### config.mk
export PLATFORM = sky130hd
export DESIGN_NAME = bscd_top
export DESIGN_NICKNAME = d
export VERILOG_FILES = /design/src/rtl/bscd_pkg.sv /design/src/rtl/bscd_sync.sv /design/src/rtl/bscd_tick.sv /design/src/rtl/bscd_top.sv
export VERILOG_INCLUDE_DIRS = /design/src /design/src/rtl
export SDC_FILE = /design/constraint.sdc
export NUM_CORES = 1
export LEC_CHECK = 0
export ABC_AREA = 1
export BUFFER_PORTS_ARGS = -buffer_cell sky130_fd_sc_hd__buf_2
export CAP_MARGIN = 20
export CORE_MARGIN = 1
export CORE_UTILIZATION = 40
export CTS_CLUSTER_DIAMETER = 200
export DETAILED_ROUTE_END_ITERATION = 7
export PLACE_DENSITY = 0.57
export SLEW_MARGIN = 20
export SYNTH_ARGS = -nofsm -noshare
export SYNTH_HDL_FRONTEND = slang
export SYNTH_SLANG_ARGS = --single-unit
### constraint.sdc
create_clock -name clk -period 20.9 [get_ports clk]
set_clock_uncertainty 0.15 [all_clocks]
set_input_delay 4.18 -clock clk [delete_from_list [all_inputs] [get_ports clk]]
set_output_delay 4.18 -clock clk [all_outputs]
set_load 0.01 [all_outputs]
### src/rtl/bscd_cfg.svh
// Constants for the backplane strap configuration and decode block
// How it works
// - Off line disables all bus drivers, receivers
// - Off line holds firmware, interrupts still serviced
// - Off line darkens only the on-line indicator
// - Operator panel suspended whenever off line
// - Strap positions map to levels 1..22
// - Defer to requests on recognised higher levels
// - Never monitor own priority request line
// - Drive only the single generated level line
// - Four address straps give upper bits, MSB first
// - Main address 06..7E, low bits 110
// - Main at even base, realtime at odd
// - Eight consecutive channel addresses occupied
// - Panel strap inverted: absent means enabled
// - No interval selection means no counting
// - Interval ticks 76.8us halving to 600ns
// - Realtime clock 120/100, 60/50, external, or none
// - Address bit 0 zero, top bit 7 fixed at zero
`ifndef BSCD_CFG_SVH
`define BSCD_CFG_SVH

`define BSCD_CLK_MHZ 20
`define BSCD_LEVELS 22
`define BSCD_STRAP_BITS 24
`define BSCD_INTV_MIN_NS 600
`define BSCD_INTV_MIN_CYC ((`BSCD_INTV_MIN_NS * `BSCD_CLK_MHZ) / 1000)
`define BSCD_INTV_SEL 8

`define BSCD_MAIN_LOW 3'h6
`define BSCD_RTF_LOW 3'h7
`define BSCD_RSVD_LOW 3'h5
`define BSCD_CHDATA_LOW 3'h4

`define BSCD_REG_STATUS 8'h00
`define BSCD_REG_CHAN 8'h04
`define BSCD_REG_INTV 8'h08
`define BSCD_REG_RTC 8'h0c
`define BSCD_REG_CTRL 8'h10

`define BSCD_CTRL_RESET 3'h3
`define BSCD_CTRL_INTV_RUN 0
`define BSCD_CTRL_RTC_RUN 1
`define BSCD_CTRL_CLEAR 2

`define BSCD_RTC_LINE 0
`define BSCD_RTC_HALF 1
`define BSCD_RTC_EXT 2

`endif

### src/rtl/bscd_pkg.sv
// Types shared by the backplane strap decode block
package bscd_pkg;
    typedef enum logic [2:0] {
        BSCD_RTC_OFF_S = 3'b001,
        BSCD_RTC_FULL_S = 3'b010,
        BSCD_RTC_HALFED_S = 3'b100
    } bscd_rtc_type;
    typedef logic [4:0] bscd_level_type;
    typedef logic [7:0] bscd_chan_type;
endpackage

### src/rtl/bscd_sync.sv
// Three-stage pin synchroniser with agreement filter
`timescale 1ns/1ps
module bscd_sync #(
    parameter int W = 1
) (
    input wire logic clk,
    input wire logic rst_n,
    input wire logic [W-1:0] pin_in,
    output logic [W-1:0] level_out
);
    logic [W-1:0] s1_r;
    logic [W-1:0] s2_r;
    logic [W-1:0] s3_r;
    // Stage one feeds stage two only; change accepted when two and three agree
    always_ff @(posedge clk or negedge rst_n) begin
        if (!rst_n) begin
            s1_r <= '0;
            s2_r <= '0;
            s3_r <= '0;
            level_out <= '0;
        end else begin
            s1_r <= pin_in;
            s2_r <= s1_r;
            s3_r <= s2_r;
            level_out <= (s2_r & s3_r) | (level_out & (s2_r | s3_r));
        end
    end
endmodule

### src/rtl/bscd_tick.sv
// Interval tick generator from a one-hot rate selection
`timescale 1ns/1ps
`include "bscd_cfg.svh"
module bscd_tick (
    input wire logic clk,
    input wire logic rst_n,
    input wire logic [7:0] rate_sel,
    output logic tick
);
    logic [10:0] pre_r;
    logic [10:0] period;
    logic none_sel;
    // Lowest selected position wins; a doubled jumper gives the slower rate
    function automatic logic [10:0] period_of(input logic [7:0] sel);
        logic [10:0] p;
        p = '0;
        for (int i = 7; i >= 0; i--) begin
            if (sel[i]) begin
                p = 11'(`BSCD_INTV_MIN_CYC << (7 - i));
            end
        end
        return p;
    endfunction
    assign period = period_of(rate_sel);
    assign none_sel = (rate_sel == 8'h00);
    always_ff @(posedge clk or negedge rst_n) begin
        if (!rst_n) begin
            pre_r <= '0;
            tick <= 1'b0;
        end else if (none_sel) begin
            pre_r <= '0;
            tick <= 1'b0;
        end else if (pre_r >= period - 11'h1) begin
            pre_r <= '0;
            tick <= 1'b1;
        end else begin
            pre_r <= pre_r + 11'h1;
            tick <= 1'b0;
        end
    end
endmodule

### src/rtl/bscd_top.sv
// Backplane attachment: on-line control, priority straps, channel decode, timers
//
// Design decisions made here: the strobed register port and the address map.
`timescale 1ns/1ps
`include "bscd_cfg.svh"
module bscd_top
    import bscd_pkg::*;
(
    input wire logic clk,
    input wire logic reset_n,
    input wire logic offline_switch,
    input wire logic [7:0] priority_recognition_strap_a,
    input wire logic [7:0] priority_recognition_strap_b,
    input wire logic [7:0] priority_recognition_strap_c,
    input wire logic [7:0] priority_generation_strap_a,
    input wire logic [7:0] priority_generation_strap_b,
    input wire logic [7:0] priority_generation_strap_c,
    input wire logic [6:0] channel_address_strap,
    input wire logic [7:0] interval_rate_strap,
    input wire logic [3:0] rtc_rate_strap,
    input wire logic line_freq_clk,
    input wire logic rtc_ext_clk,
    input wire logic [21:0] bus_prio_req_in,
    output logic [21:0] bus_prio_req_out,
    output logic [21:0] bus_prio_req_oe_n,
    output logic bus_rx_enable_n,
    output logic bus_tx_enable_n,
    input wire logic dev_bus_req,
    output logic bus_grant,
    input wire logic bus_addr_valid,
    input wire logic [7:0] bus_addr,
    output logic main_port_hit,
    output logic realtime_function_port_hit,
    output logic data_port_hit,
    output logic [2:0] port_select,
    input wire logic fw_new_op_req,
    input wire logic fw_micro_irq,
    output logic fw_hold,
    output logic fw_start,
    output logic fw_irq_ack,
    input wire logic chan_init_done,
    input wire logic class_f_irq_pending,
    input wire logic realtime_irq_active,
    output logic online_indicator,
    output logic channel_init_indicator,
    output logic pending_interrupt_indicator,
    output logic realtime_request_indicator,
    input wire logic panel_req,
    output logic panel_active,
    output logic intv_tick_out,
    output logic rtc_tick_out,
    input wire logic [7:0] reg_addr,
    input wire logic [31:0] reg_wdata,
    input wire logic reg_wr,
    input wire logic reg_rd,
    output logic [31:0] reg_rdata
);
    logic rst_a_r;
    logic rst_n_r;
    logic [69:0] pins_s;
    logic offline_s;
    logic line_s;
    logic ext_s;
    logic [23:0] recog_r;
    logic [23:0] gen_r;
    logic [6:0] chan_strap_r;
    logic [7:0] intv_strap_r;
    logic [3:0] rtc_strap_r;
    logic online_r;
    logic line_d_r;
    logic ext_d_r;
    logic [2:0] ctrl_r;
    logic [15:0] intv_count_r;
    logic [15:0] rtc_count_r;
    logic intv_tick;
    bscd_rtc_type rtc_state_r;
    bscd_rtc_type rtc_state_nxt;

    // Reset released through two flops
    always_ff @(posedge clk or negedge reset_n) begin
        if (!reset_n) begin
            rst_a_r <= 1'b0;
            rst_n_r <= 1'b0;
        end else begin
            rst_a_r <= 1'b1;
            rst_n_r <= rst_a_r;
        end
    end

    // Switch enters as on-line level, so a cleared sync flop means off line after reset
    bscd_sync #(.W(70)) u_sync (
        .clk(clk),
        .rst_n(rst_n_r),
        .pin_in({!offline_switch, line_freq_clk, rtc_ext_clk,
                 priority_recognition_strap_c, priority_recognition_strap_b, priority_recognition_strap_a,
                 priority_generation_strap_c, priority_generation_strap_b, priority_generation_strap_a,
                 channel_address_strap, interval_rate_strap, rtc_rate_strap}),
        .level_out(pins_s)
    );

    assign offline_s = !pins_s[69];
    assign line_s = pins_s[68];
    assign ext_s = pins_s[67];

    // Straps are frozen while on line so a bumped jumper cannot move the card
    always_ff @(posedge clk or negedge rst_n_r) begin
        if (!rst_n_r) begin
            recog_r <= '0;
            gen_r <= '0;
            chan_strap_r <= '0;
            intv_strap_r <= '0;
            rtc_strap_r <= '0;
        end else if (!online_r) begin
            recog_r <= pins_s[66:43];
            gen_r <= pins_s[42:19];
            chan_strap_r <= pins_s[18:12];
            intv_strap_r <= pins_s[11:4];
            rtc_strap_r <= pins_s[3:0];
        end
    end

    // Position to level: generation X?-1 of header a is level 1
    function automatic bscd_level_type level_of(input logic [23:0] g);
        bscd_level_type l;
        l = '0;
        for (int i = `BSCD_LEVELS - 1; i >= 0; i--) begin
            if (g[i]) begin
                l = 5'(i + 1);
            end
        end
        return l;
    endfunction

    wire bscd_level_type own_level = level_of(gen_r);
    wire [21:0] own_mask = gen_r[21:0];
    wire [21:0] recog_mask = recog_r[22:1] & ~own_mask;
    wire higher_busy = |(bus_prio_req_in & recog_mask);
    wire own_valid = (own_level != 5'h00) && $onehot(gen_r[21:0]);
    wire want_bus = online_r && dev_bus_req && own_valid;

    wire panel_en = !chan_strap_r[0];
    wire bscd_chan_type chan_base = {1'b0, chan_strap_r[1], chan_strap_r[2], chan_strap_r[3], chan_strap_r[4],
                                     3'h0};
    wire bscd_chan_type main_addr = chan_base | {5'h00, `BSCD_MAIN_LOW};
    wire bscd_chan_type rtf_addr = chan_base | {5'h00, `BSCD_RTF_LOW};
    wire in_block = bus_addr_valid && (bus_addr[7:3] == chan_base[7:3]);
    wire is_data = in_block && (bus_addr[2:0] <= `BSCD_CHDATA_LOW);

    // On-line state, bus enables, arbitration and firmware gating
    always_ff @(posedge clk or negedge rst_n_r) begin
        if (!rst_n_r) begin
            online_r <= 1'b0;
            bus_rx_enable_n <= 1'b1;
            bus_tx_enable_n <= 1'b1;
            bus_prio_req_out <= '0;
            bus_prio_req_oe_n <= '1;
            bus_grant <= 1'b0;
            fw_hold <= 1'b1;
            fw_start <= 1'b0;
            fw_irq_ack <= 1'b0;
        end else begin
            online_r <= !offline_s;
            bus_rx_enable_n <= !online_r;
            bus_tx_enable_n <= !online_r;
            bus_prio_req_out <= '0;
            bus_prio_req_oe_n <= want_bus ? ~own_mask : '1;
            bus_grant <= want_bus && !higher_busy;
            fw_hold <= !online_r;
            fw_start <= online_r && fw_new_op_req;
            fw_irq_ack <= fw_micro_irq;
        end
    end

    // Channel address decode, nothing seen while detached
    always_ff @(posedge clk or negedge rst_n_r) begin
        if (!rst_n_r) begin
            main_port_hit <= 1'b0;
            realtime_function_port_hit <= 1'b0;
            data_port_hit <= 1'b0;
            port_select <= '0;
        end else begin
            main_port_hit <= online_r && bus_addr_valid && bus_addr == main_addr;
            realtime_function_port_hit <= online_r && bus_addr_valid && bus_addr == rtf_addr;
            data_port_hit <= online_r && is_data;
            port_select <= (online_r && in_block) ? bus_addr[2:0] : 3'h0;
        end
    end

    // Indicators and panel
    always_ff @(posedge clk or negedge rst_n_r) begin
        if (!rst_n_r) begin
            online_indicator <= 1'b0;
            channel_init_indicator <= 1'b0;
            pending_interrupt_indicator <= 1'b0;
            realtime_request_indicator <= 1'b0;
            panel_active <= 1'b0;
        end else begin
            online_indicator <= online_r;
            channel_init_indicator <= chan_init_done;
            pending_interrupt_indicator <= class_f_irq_pending;
            realtime_request_indicator <= realtime_irq_active;
            panel_active <= online_r && panel_en && panel_req;
        end
    end

    bscd_tick u_tick (
        .clk(clk),
        .rst_n(rst_n_r),
        .rate_sel(intv_strap_r),
        .tick(intv_tick)
    );

    // Real-time clock source: edges of line or external clock, halved for 60/50
    wire line_rise = line_s && !line_d_r;
    wire ext_rise = ext_s && !ext_d_r;
    wire rtc_src_edge = rtc_strap_r[`BSCD_RTC_EXT] ? ext_rise : line_rise;
    wire rtc_none = !(|rtc_strap_r[2:0]);

    always_comb begin
        rtc_state_nxt = rtc_state_r;
        case (rtc_state_r)
            BSCD_RTC_OFF_S: begin
                if (!rtc_none) begin
                    rtc_state_nxt = BSCD_RTC_FULL_S;
                end
            end
            BSCD_RTC_FULL_S: begin
                if (rtc_none) begin
                    rtc_state_nxt = BSCD_RTC_OFF_S;
                end else if (rtc_src_edge && rtc_strap_r[`BSCD_RTC_HALF] && !rtc_strap_r[`BSCD_RTC_LINE]) begin
                    rtc_state_nxt = BSCD_RTC_HALFED_S;
                end
            end
            BSCD_RTC_HALFED_S: begin
                if (rtc_none) begin
                    rtc_state_nxt = BSCD_RTC_OFF_S;
                end else if (rtc_src_edge) begin
                    rtc_state_nxt = BSCD_RTC_FULL_S;
                end
            end
            default: begin
                rtc_state_nxt = BSCD_RTC_OFF_S;
            end
        endcase
    end

    wire half_mode = rtc_strap_r[`BSCD_RTC_HALF] && !rtc_strap_r[`BSCD_RTC_LINE] && !rtc_strap_r[`BSCD_RTC_EXT];
    wire rtc_tick = rtc_src_edge && !rtc_none && (!half_mode || rtc_state_r == BSCD_RTC_HALFED_S);
    wire clr_wr = reg_wr && (reg_addr == `BSCD_REG_CTRL) && reg_wdata[`BSCD_CTRL_CLEAR];

    always_ff @(posedge clk or negedge rst_n_r) begin
        if (!rst_n_r) begin
            line_d_r <= 1'b0;
            ext_d_r <= 1'b0;
            rtc_state_r <= BSCD_RTC_OFF_S;
            intv_count_r <= '0;
            rtc_count_r <= '0;
            intv_tick_out <= 1'b0;
            rtc_tick_out <= 1'b0;
        end else begin
            line_d_r <= line_s;
            ext_d_r <= ext_s;
            rtc_state_r <= rtc_state_nxt;
            intv_tick_out <= intv_tick && ctrl_r[`BSCD_CTRL_INTV_RUN];
            rtc_tick_out <= rtc_tick && ctrl_r[`BSCD_CTRL_RTC_RUN];
            if (clr_wr) begin
                intv_count_r <= '0;
                rtc_count_r <= '0;
            end else begin
                if (intv_tick && ctrl_r[`BSCD_CTRL_INTV_RUN]) begin
                    intv_count_r <= intv_count_r + 16'h1;
                end
                if (rtc_tick && ctrl_r[`BSCD_CTRL_RTC_RUN]) begin
                    rtc_count_r <= rtc_count_r + 16'h1;
                end
            end
        end
    end

    // Register port: one-cycle read data, unmapped reads give zero
    wire [31:0] status_word = {12'h000, rtc_strap_r, intv_strap_r == 8'h00, panel_en, online_r,
                               own_level, 3'h0, own_valid, main_addr[6:3]};
    wire [31:0] chan_word = {8'h00, rtf_addr, main_addr, chan_base};
    wire [31:0] read_mux = (reg_addr == `BSCD_REG_STATUS) ? status_word :
                           (reg_addr == `BSCD_REG_CHAN) ? chan_word :
                           (reg_addr == `BSCD_REG_INTV) ? {16'h0000, intv_count_r} :
                           (reg_addr == `BSCD_REG_RTC) ? {16'h0000, rtc_count_r} :
                           (reg_addr == `BSCD_REG_CTRL) ? {29'h00000000, ctrl_r} : 32'h00000000;

    always_ff @(posedge clk or negedge rst_n_r) begin
        if (!rst_n_r) begin
            ctrl_r <= `BSCD_CTRL_RESET;
            reg_rdata <= '0;
        end else begin
            if (reg_wr && reg_addr == `BSCD_REG_CTRL) begin
                ctrl_r <= {1'b0, reg_wdata[1:0]};
            end
            reg_rdata <= reg_rd ? read_mux : 32'h00000000;
        end
    end
endmodule

==> impl_metrics.csv, run 1 <==
group,metric,value,unit
run_status,status,"finished, final reports clean",
hold_path,hp-class,"reg2reg",
floorplanning,die-area,40190,µm²
routing,route.antenna.remaining_nets,0,
logic_synthesis,synthMuxAreaShare,0.1429,%
pwr,pwr-share-seq,43.9,%
sta,fmax,0.1618,GHz
sta,rsz0062_at_grt,"no",
clock_tree,post_cts_buffers,0,
routing,top_layer_used,"met5",
sta,worst_pin_slew,1.037,ns
clock_tree,clk_pin_slew,0.06,ns
routing,drc,0,
logic_synthesis,ys_seq_elements,433,
routing,wl_per_cell,14.93,µm
pwr,p_comb_share,18.1,%
floorplanning,io_pins,247,
routing,drt-pass1-iter-count,5,
worst_setup_path,critical_path_arrival,6.49,ns
job,maxCapViolCount,0,
global_routing,grt_pass1_wl,51730,µm
sta,slew_headroom,30.78,%
placement,dp.cells,2003,
logic_synthesis,synth_compound_area_share,5.075,%
clock_tree,cts_tree,"yes",
sta,fin_tns_setup,0,ns
global_routing,grt_overflow,0,
placement,hpwlAfterDp,21640,µm
logic_synthesis,syn_inst,1323,
clock_tree,cts_buffers,48,
logic_synthesis,yosys_warnings,0,
sta,setup_violations,0,
worst_setup_path,worstPathRequired,21.21,ns
pwr,clkPwrFrac,38.0,%
logic_synthesis,synthXorXnorAreaFrac,0.6115,%
final_layout,drive_gt1_share,20.89,%
pwr,p_leak,8.922,nW
routing,drt_iter0_drc,452,
placement,port_buffers,180,
routing,vias,9584,
sta,finalCriticalPeriod,6.180,ns
worst_setup_path,cp-start-kind,"primary input",
global_routing,grt.total_usage,16.28,%
global_routing,grt_start_max_net_pins,84,
routing,wl_met2,13900,µm
pwr,peakVddDrop,0.07025,mV
floorplanning,row_count,72,
worst_setup_path,cp_max_fo,24,
pwr,netSwitchingFraction,28.47,%
clock_tree,clk_latency,0.58,ns
pwr,powerDensity,119.3,nW/µm²
sta,fin_hold_ws,0.1881,ns
clock_tree,clockBufferDepth,3,
placement,place_congestion,0.8571,
logic_synthesis,synth_simple_gate_area_share,12.02,%
global_routing,grt_pass1_vias,9824,
floorplanning,die-width,200.5,µm
final_layout,fin_nets,1722,
final_layout,area_growth,19.30,%
pwr,p_sw,0.0006385,W
logic_synthesis,synth_adder_area_share,7.560,%
clock_tree,root_buffer,"clkbuf_16",
sta,hold_viol,0,
sta,post-route-period-util,29.57,%
logic_synthesis,avgSynthCellArea,11.91,µm²
final_layout,stdcell_count,2094,
routing,viasPerCell,4.577,
worst_setup_path,r2r_slack,14.74,ns
logic_synthesis,syn_area,15760,µm²
floorplanning,die_h,200.5,µm
worst_setup_path,worstSetupEndpointType,"register",
clock_tree,htree_levels,2,
logic_synthesis,synth_cell_types,53,
final_layout,register_area,10870,µm²
clock_tree,ctsHoldBuffers,0,
final_layout,n_fill_cell,3547,
final_layout,multi_input_area,4123,µm²
pwr,power,0.002243,W
routing,finalWirelength,31260,µm
worst_setup_path,path_class,"in2reg",
clock_tree,cts_resized,0,
pwr,internal_power,0.001604,W
clock_tree,cts_sinks,433,
routing,wl_met3,1561,µm
floorplanning,core_region_area,38740,µm²
global_routing,antenna_found_initial,3,
sta,slew_viol_final,0,
logic_synthesis,synth_top_family_by_area,"simple AND/OR/NAND/NOR gates",
floorplanning,initial_utilization,40.67,%
logic_synthesis,seq_area_frac_synth,68.98,%
routing,wl_met1,15030,µm
==> area by class of cell <==
cell class                      count  share of cell area, %
Multi-Input combinational cell    722                  21.93
Antenna cell                        1                0.01331
Inverter                          143                  2.862
Timing Repair Buffer              187                  5.113
Clock inverter                     20                  1.311
Sequential cell                   433                  57.85
Tap cell                          518                  3.448
Clock buffer                       70                  7.469
==> sequential cells by signal, indices dropped and copies added (netlist names), 2 cells and up <==
name	flops
u_sync.s3_r	64
u_sync.s2_r	64
rtc_count_r	16
bus_prio_req_oe_n	22
rtc_strap_r	4
reg_rdata	23
intv_strap_r	8
gen_r	22
u_sync.s1_r	64
rtc_state_r	3
u_tick.pre_r	11
u_sync.level_out	64
port_select	3
ctrl_r	2
recog_r	22
intv_count_r	16
chan_strap_r	5
==> worst max-delay path, cell delays in order <==
cell	delay (ns)
buf_2	0.09
nor2_1	0.09
inv_1	0.08
nor2_1	0.18
nand3_1	0.15
inv_2	0.11
nand3_1	0.65
inv_1	0.65
nor3_1	0.08
a31oi_1	0.17
inv_1	0.06
==> synthesized netlist by cell type (all sizes together) <==
cell,number,share of area [%]
xor2,7,0.39
a31oi,5,0.20
a21oi,38,1.2
conb,2,0.048
nand2,250,6.0
nor4,9,0.40
a211oi,2,0.095
dfrtp,407,65
o21ai,68,2.2
xnor2,4,0.22
ha,20,1.6
maj3,64,4.1
nand3b,1,0.048
o211a,1,0.064
or2,1,0.040
o31ai,2,0.095
a21boi,1,0.048
nand3,42,1.5
inv,141,3.4
a2111oi,1,0.056
o2111ai,1,0.056
o21a,3,0.14
buf,37,1.7
and3,1,0.040
o2bb2ai,1,0.056
clkbuf,18,0.43
nor3,36,1.3
a221oi,7,0.39
o211ai,1,0.048
mux2,2,0.14
dfstp,26,4.3
o22ai,6,0.28
nand4,10,0.40
fa,15,1.9
clkinv,2,0.056
o221ai,2,0.11
nor2,82,2.1
a2111o,1,0.071
nor3b,6,0.29
==> logic make-up after synthesis <==
logic type      Yosys count
mux                       2
buf+inv                 198
flops                   433
other cells               2
xor+xnor                 11
simple gates            438
compound gates          140
fa+ha+maj                99
==> final timing paths <==
| kind | end | startpoint | cells after the start |
|---|---|---|---|
| max in group asynchronous | rst_n_r | reset_n | 1 |
| min in group asynchronous | online_indicator | rst_n_r | 0 |
| min reg2reg | u_sync.s2_r[14] | u_sync.s1_r[14] | 0 |
| max reg2reg | bus_prio_req_oe_n[21] | gen_r[11] | 19 |
| min | u_sync.s2_r[14] | u_sync.s1_r[14] | 0 |
| max | intv_count_r[1] | reg_addr[1] | 11 |
==> per-stage QoR <==
| stage | area, µm² | util [%] | setup WS [ns] |
|---|---|---|---|
| floorplan | 15870 | - | 7.833 |
| global placement | 17140 | 44.23 | 14.15 |
| detailed placement | 17140 | 44.23 | 14.11 |
| CTS | 18790 | 48.49 | 14.69 |
| global route | 18800 | 48.52 | 14.24 |
| finish | 18800 | 48.52 | 14.72 |
==> metal layers <==
layer / GRT usage [%] / up-vias
met5: 0 / -
met4: 6.379 / 2
met3: 3.312 / 55
met2: 24.02 / 239
met1: 23.68 / 4636
li1: - / 4652
==> layout by cell type (no fill, tap or decap), types with 8 or more instances in the layout <==
master	Yosys	final
nand3_1	39	39
fa_1	15	15
nor4_1	8	8
nand4_1	10	10
conb_1	2	32
clkbuf_1	18	10
ha_1	20	20
dfstp_2	26	26
dfrtp_1	407	405
inv_2	14	15
o21ai_0	63	63
clkbuf_16	0	48
nand2_1	248	248
maj3_1	64	64
a21oi_1	38	38
clkinv_2	1	8
buf_2	1	180
inv_1	127	126
nor3_1	33	33
nor2_1	77	77
clkbuf_8	0	12
==> power by group through the flow <==
stage          clock network (W)  registers [W]  logic [W]
2_1_floorplan                  0       0.000995   0.000290
3_3_place_gp                   0       0.000998   0.000398
3_5_place_dp                   0        0.00100   0.000411
4_1_cts                 0.000885       0.000986   0.000413
5_1_grt                 0.000918       0.000995   0.000480
6_report                0.000853       0.000985   0.000405
No activity file was read; power rests on OpenSTA's default activity.
==> run 2: changes to the inputs <==
==> constraint.sdc (replaced) <==
create_clock -name clk -period 6.1 [get_ports clk]
set_clock_uncertainty 0.15 [all_clocks]
set_input_delay 1.22 -clock clk [delete_from_list [all_inputs] [get_ports clk]]
set_output_delay 1.22 -clock clk [all_outputs]
set_load 0.01 [all_outputs]
==> impl_metrics.csv, run 2 (synthesis results as in run 1) <==
group,metric,value,unit
pwr,powerDensity,413.6,nW/µm²
worst_setup_path,worst_path_largest_cell_delay,0.54,ns
global_routing,grt.total_usage,16.27,%
worst_setup_path,cp-start-kind,"register",
worst_setup_path,r2r_cells,20,
routing,vias,9618,
worst_setup_path,crit_path_frequent_cell,"fa_1",
placement,place_congestion,0.8294,
worst_setup_path,r2r_slack,0.69,ns
sta,rsz0062_at_grt,"no",
clock_tree,cts_buffers,46,
routing,drc,0,
placement,dpl_cell_area,17170,µm²
floorplanning,die-area,40190,µm²
clock_tree,clk_latency,0.58,ns
clock_tree,root_buffer,"clkbuf_16",
sta,worst_pin_slew,0.9864,ns
worst_setup_path,path_cells,"fa_1, inv_1, fa_1, inv_1, fa_1, fa_1, inv_1, fa_1, inv_1, ha_1, inv_1, fa_1, nor2_1, nand2_1, a2111o_1, nor3_1, nand2_1, nor2_2, buf_4, nand2_1",
placement,port_buffers,180,
final_layout,drive_gt1_share,20.75,%
clock_tree,ctsHoldBuffers,0,
pwr,p_leak,8.962,nW
worst_setup_path,critical_path_arrival,5.76,ns
worst_setup_path,worstSetupEndpointType,"register",
routing,finalWirelength,31510,µm
sta,hold_viol,0,
sta,fin_hold_ws,0.1178,ns
sta,post-route-period-util,88.63,%
routing,route.antenna.remaining_nets,0,
clock_tree,clockBufferDepth,3,
worst_setup_path,slowest_stage,"fa_1",
final_layout,area_growth,19.85,%
hold_path,hp-class,"reg2async",
clock_tree,cts_sinks,433,
global_routing,grt_pass1_wl,51380,µm
sta,fin_tns_setup,0,ns
floorplanning,io_pins,247,
global_routing,grt_overflow,0,
sta,slew_headroom,34.24,%
job,maxCapViolCount,0,
routing,drt-pass1-iter-count,5,
clock_tree,cts_resized,0,
worst_setup_path,path_class,"reg2reg",
worst_setup_path,reg2reg_to,"bus_prio_req_oe_n[15]",
final_layout,antenna_cells,0,
final_layout,fin_nets,1720,
final_layout,n_fill_cell,3547,
floorplanning,die_h,200.5,µm
clock_tree,htree_levels,2,
floorplanning,initial_utilization,40.67,%
placement,hpwlAfterDp,21670,µm
worst_setup_path,worstPathRequired,6.45,ns
sta,slew_viol_final,0,
clock_tree,post_cts_buffers,0,
routing,drt_iter0_drc,500,
final_layout,final_cell_mix,"405 x dfrtp_1, 248 x nand2_1, 180 x buf_2",
global_routing,grt_start_max_net_pins,130,
routing,wl_per_cell,15.08,µm
clock_tree,cts_tree,"yes",
pwr,peakVddDrop,0.2358,mV
worst_setup_path,cp_max_fo,22,
worst_setup_path,r2r_start,"gen_r[11]",
sta,setup_violations,0,
final_layout,multi_input_area,4123,µm²
clock_tree,clk_pin_slew,0.06,ns
floorplanning,die-width,200.5,µm
routing,viasPerCell,4.604,
global_routing,antenna_found_initial,0,
final_layout,final_common_cell,"dfrtp_1",
sta,finalCriticalPeriod,5.406,ns
floorplanning,row_count,72,
floorplanning,core_region_area,38740,µm²
sta,fmax,0.1850,GHz
global_routing,grt_pass1_vias,9609,
final_layout,fin_area,18880,µm²
run_status,status,"finished, final reports clean",
final_layout,register_area,10870,µm²
[run 2: critical path: cells and delay by family, from the launching register on]
kind | cells | cell delay [ns]
adder cells (fa/ha/maj) | 7 | 2.99
AND/OR/NAND/NOR | 6 | 0.86
buffers and inverters | 6 | 0.55
flip-flops | 1 | 0.42
AO/OA/AOI/OAI | 1 | 0.35
[run 2: layout make-up]
| class | instances | area share [%] |
|---|---|---|
| Sequential cell | 433 | 57.58 |
| Clock inverter | 23 | 2.094 |
| Tap cell | 518 | 3.432 |
| Timing Repair Buffer | 187 | 5.354 |
| Clock buffer | 63 | 6.858 |
| Inverter | 143 | 2.849 |
| Multi-Input combinational cell | 722 | 21.83 |
[run 2: routing by layer]
metal	part of all wire [%]	up-vias	global-route usage (%)
li1	-	4660	-
met1	49	4678	23.83
met2	44	223	23.88
met3	5.0	57	3.295
met4	2.5	0	6.189
met5	0	-	0
[run 2: worst max path at each step]
stage                                       end  startpoint  cells past startpoint
after detailed placement  bus_prio_req_oe_n[15]   gen_r[11]                     20
final                     bus_prio_req_oe_n[15]   gen_r[11]                     20
after global routing      bus_prio_req_oe_n[15]   gen_r[11]                     20
after floorplan           bus_prio_req_oe_n[20]   gen_r[11]                     20
after global placement    bus_prio_req_oe_n[18]   gen_r[11]                     20
after CTS                 bus_prio_req_oe_n[15]   gen_r[11]                     20
[run 2: report_power, final]
group	leakage (nW)	internal [W]	switching (W)
sequential	5.17	0.00317	0.000200
clock	0.820	0.00188	0.00116
combinational	2.97	0.000565	0.000833
[run 2: stage by stage]
step	instances	utilization (%)	total power, W	worst slack (ns)
floorplan	1353	-	0.004400	1.254
global placement	2002	44.31	0.004754	0.8451
detailed placement	2002	44.31	0.004845	0.7293
CTS	2088	48.68	0.007951	0.7056
global route	2089	48.75	0.008321	0.3738
finish	2089	48.75	0.007811	0.6935
==> run 3: changes to the inputs <==
--- a/config.mk
+++ b/config.mk
@@ -7,7 +7,7 @@
 export NUM_CORES = 1
 export LEC_CHECK = 0
 export ABC_AREA = 1
-export BUFFER_PORTS_ARGS = -buffer_cell sky130_fd_sc_hd__buf_2
+export BUFFER_PORTS_ARGS = -buffer_cell sky130_fd_sc_hd__buf_4
 export CAP_MARGIN = 20
 export CORE_MARGIN = 1
 export CORE_UTILIZATION = 40
==> impl_metrics.csv, run 3 (synthesis results as in run 1) <==
group,metric,value,unit
final_layout,stdcell_count,2089,
final_layout,final_cell_mix,"405 x dfrtp_1, 248 x nand2_1, 184 x buf_4",
worst_setup_path,path_class,"reg2reg",
placement,port_buffers,180,
job,maxCapViolCount,0,
pwr,netSwitchingFraction,27.88,%
final_layout,final_common_cell,"dfrtp_1",
clock_tree,ctsHoldBuffers,0,
routing,wl_per_cell,15.16,µm
worst_setup_path,critical_path_arrival,5.74,ns
routing,finalWirelength,31670,µm
pwr,clkPwrFrac,39.0,%
final_layout,fin_area,19340,µm²
floorplanning,row_count,72,
worst_setup_path,worstSetupEndpointType,"register",
run_status,status,"finished, final reports clean",
clock_tree,cts_resized,0,
worst_setup_path,cp_max_fo,22,
sta,slew_headroom,33.05,%
worst_setup_path,r2r_slack,0.71,ns
hold_path,hp-class,"reg2async",
routing,route.antenna.remaining_nets,0,
worst_setup_path,worstPathRequired,6.45,ns
clock_tree,htree_levels,2,
pwr,internal_power,0.005690,W
worst_setup_path,cp-start-kind,"register",
global_routing,grt_pass1_vias,10038,
sta,slew_viol_final,0,
global_routing,grt_pass1_wl,53250,µm
pwr,peakVddDrop,0.2038,mV
final_layout,antenna_cells,0,
final_layout,fin_nets,1720,
routing,drc,0,
clock_tree,cts_tree,"yes",
floorplanning,die_h,200.5,µm
sta,fmax,0.1856,GHz
placement,dpl_cell_area,17610,µm²
pwr,p_leak,9.126,nW
clock_tree,clockBufferDepth,3,
clock_tree,cts_sinks,433,
routing,viasPerCell,4.562,
sta,post-route-period-util,88.30,%
placement,place_congestion,0.8929,
placement,dp.cells,2003,
global_routing,antenna_found_initial,0,
final_layout,area_growth,22.75,%
pwr,pwr-share-seq,42.8,%
clock_tree,clk_pin_slew,0.06,ns
clock_tree,cts_buffers,46,
sta,setup_violations,0,
clock_tree,clk_latency,0.58,ns
final_layout,n_fill_cell,3453,
global_routing,grt.total_usage,16.72,%
sta,fin_tns_setup,0,ns
sta,finalCriticalPeriod,5.386,ns
floorplanning,die-width,200.5,µm
pwr,powerDensity,407.9,nW/µm²
floorplanning,initial_utilization,40.67,%
clock_tree,root_buffer,"clkbuf_16",
global_routing,grt_start_max_net_pins,186,
floorplanning,io_pins,247,
worst_setup_path,r2r_cells,20,
routing,vias,9529,
final_layout,drive_gt1_share,21.07,%
sta,rsz0062_at_grt,"no",
sta,hold_viol,0,
pwr,p_sw,0.002199,W
clock_tree,post_cts_buffers,0,
routing,drt-pass1-iter-count,5,
floorplanning,die-area,40190,µm²
routing,drt_iter0_drc,533,
placement,hpwlAfterDp,21790,µm
pwr,power,0.007889,W
pwr,p_comb_share,18.2,%
global_routing,grt_overflow,0,
floorplanning,core_region_area,38740,µm²
sta,worst_pin_slew,1.004,ns
## run 3: final timing paths
| check | endpoint | startpoint |
|---|---|---|
| max in group asynchronous | u_sync.s1_r[26] | rst_n_r |
| min in group clk | u_sync.s2_r[60] | u_sync.s1_r[60] |
| hold / removal | u_sync.level_out[40] | rst_n_r |
| hold reg to reg | u_sync.level_out[40] | rst_n_r |
| setup reg to reg | bus_prio_req_oe_n[9] | gen_r[11] |
| setup / recovery | bus_prio_req_oe_n[9] | gen_r[11] |
## run 3: area by class of cell
cell class	count	area, µm²	share of cell area [%]
multi-input combinational	722	4123	21.32
clock buffer	61	1318	6.812
inverter	143	538.0	2.782
clock inverter	25	407.9	2.109
tap	518	648.1	3.351
sequential	433	10870	56.22
timing repair buffer	187	1433	7.408
## run 3: metal layers
metal,track usage (%),part of all wire (%),vias up
li1,-,-,4643
met1,24.19,48,4596
met2,25.01,45,228
met3,3.263,4.9,62
met4,6.298,2.7,0
met5,0,0,-
## run 3: worst max-delay path, cell delays in order, from the launching register on
cell	delay [ns]
dfrtp_1	0.43
fa_1	0.54
inv_1	0.05
fa_1	0.47
inv_1	0.06
fa_1	0.47
fa_1	0.53
inv_1	0.05
fa_1	0.42
inv_1	0.08
ha_1	0.16
inv_1	0.06
fa_1	0.38
nor2_1	0.11
nand2_1	0.06
a2111o_1	0.35
nor3_1	0.33
nand2_1	0.15
nor2_2	0.10
buf_4	0.27
nand2_1	0.09
## run 3: through the flow
stage | utilization, % | setup WS (ns) | hold WS, ns
final | 49.93 | 0.7135 | 0.1100
after detailed placement | 45.46 | 0.7042 | 0.1311
after global routing | 49.93 | 0.4289 | 0.1597
after global placement | 45.46 | 0.8393 | 0.1281
after CTS | 49.92 | 0.6991 | 0.1312
after floorplan | - | 1.254 | 0.1812
## run 3: power groups by stage
stage | Combinational, W | Sequential (W) | Clock (W)
after global placement | 0.00139 | 0.00342 | 0
after floorplan | 0.000993 | 0.00341 | 0
after global routing | 0.00169 | 0.00341 | 0.00330
after CTS | 0.00147 | 0.00338 | 0.00317
after detailed placement | 0.00145 | 0.00343 | 0
final | 0.00144 | 0.00337 | 0.00308
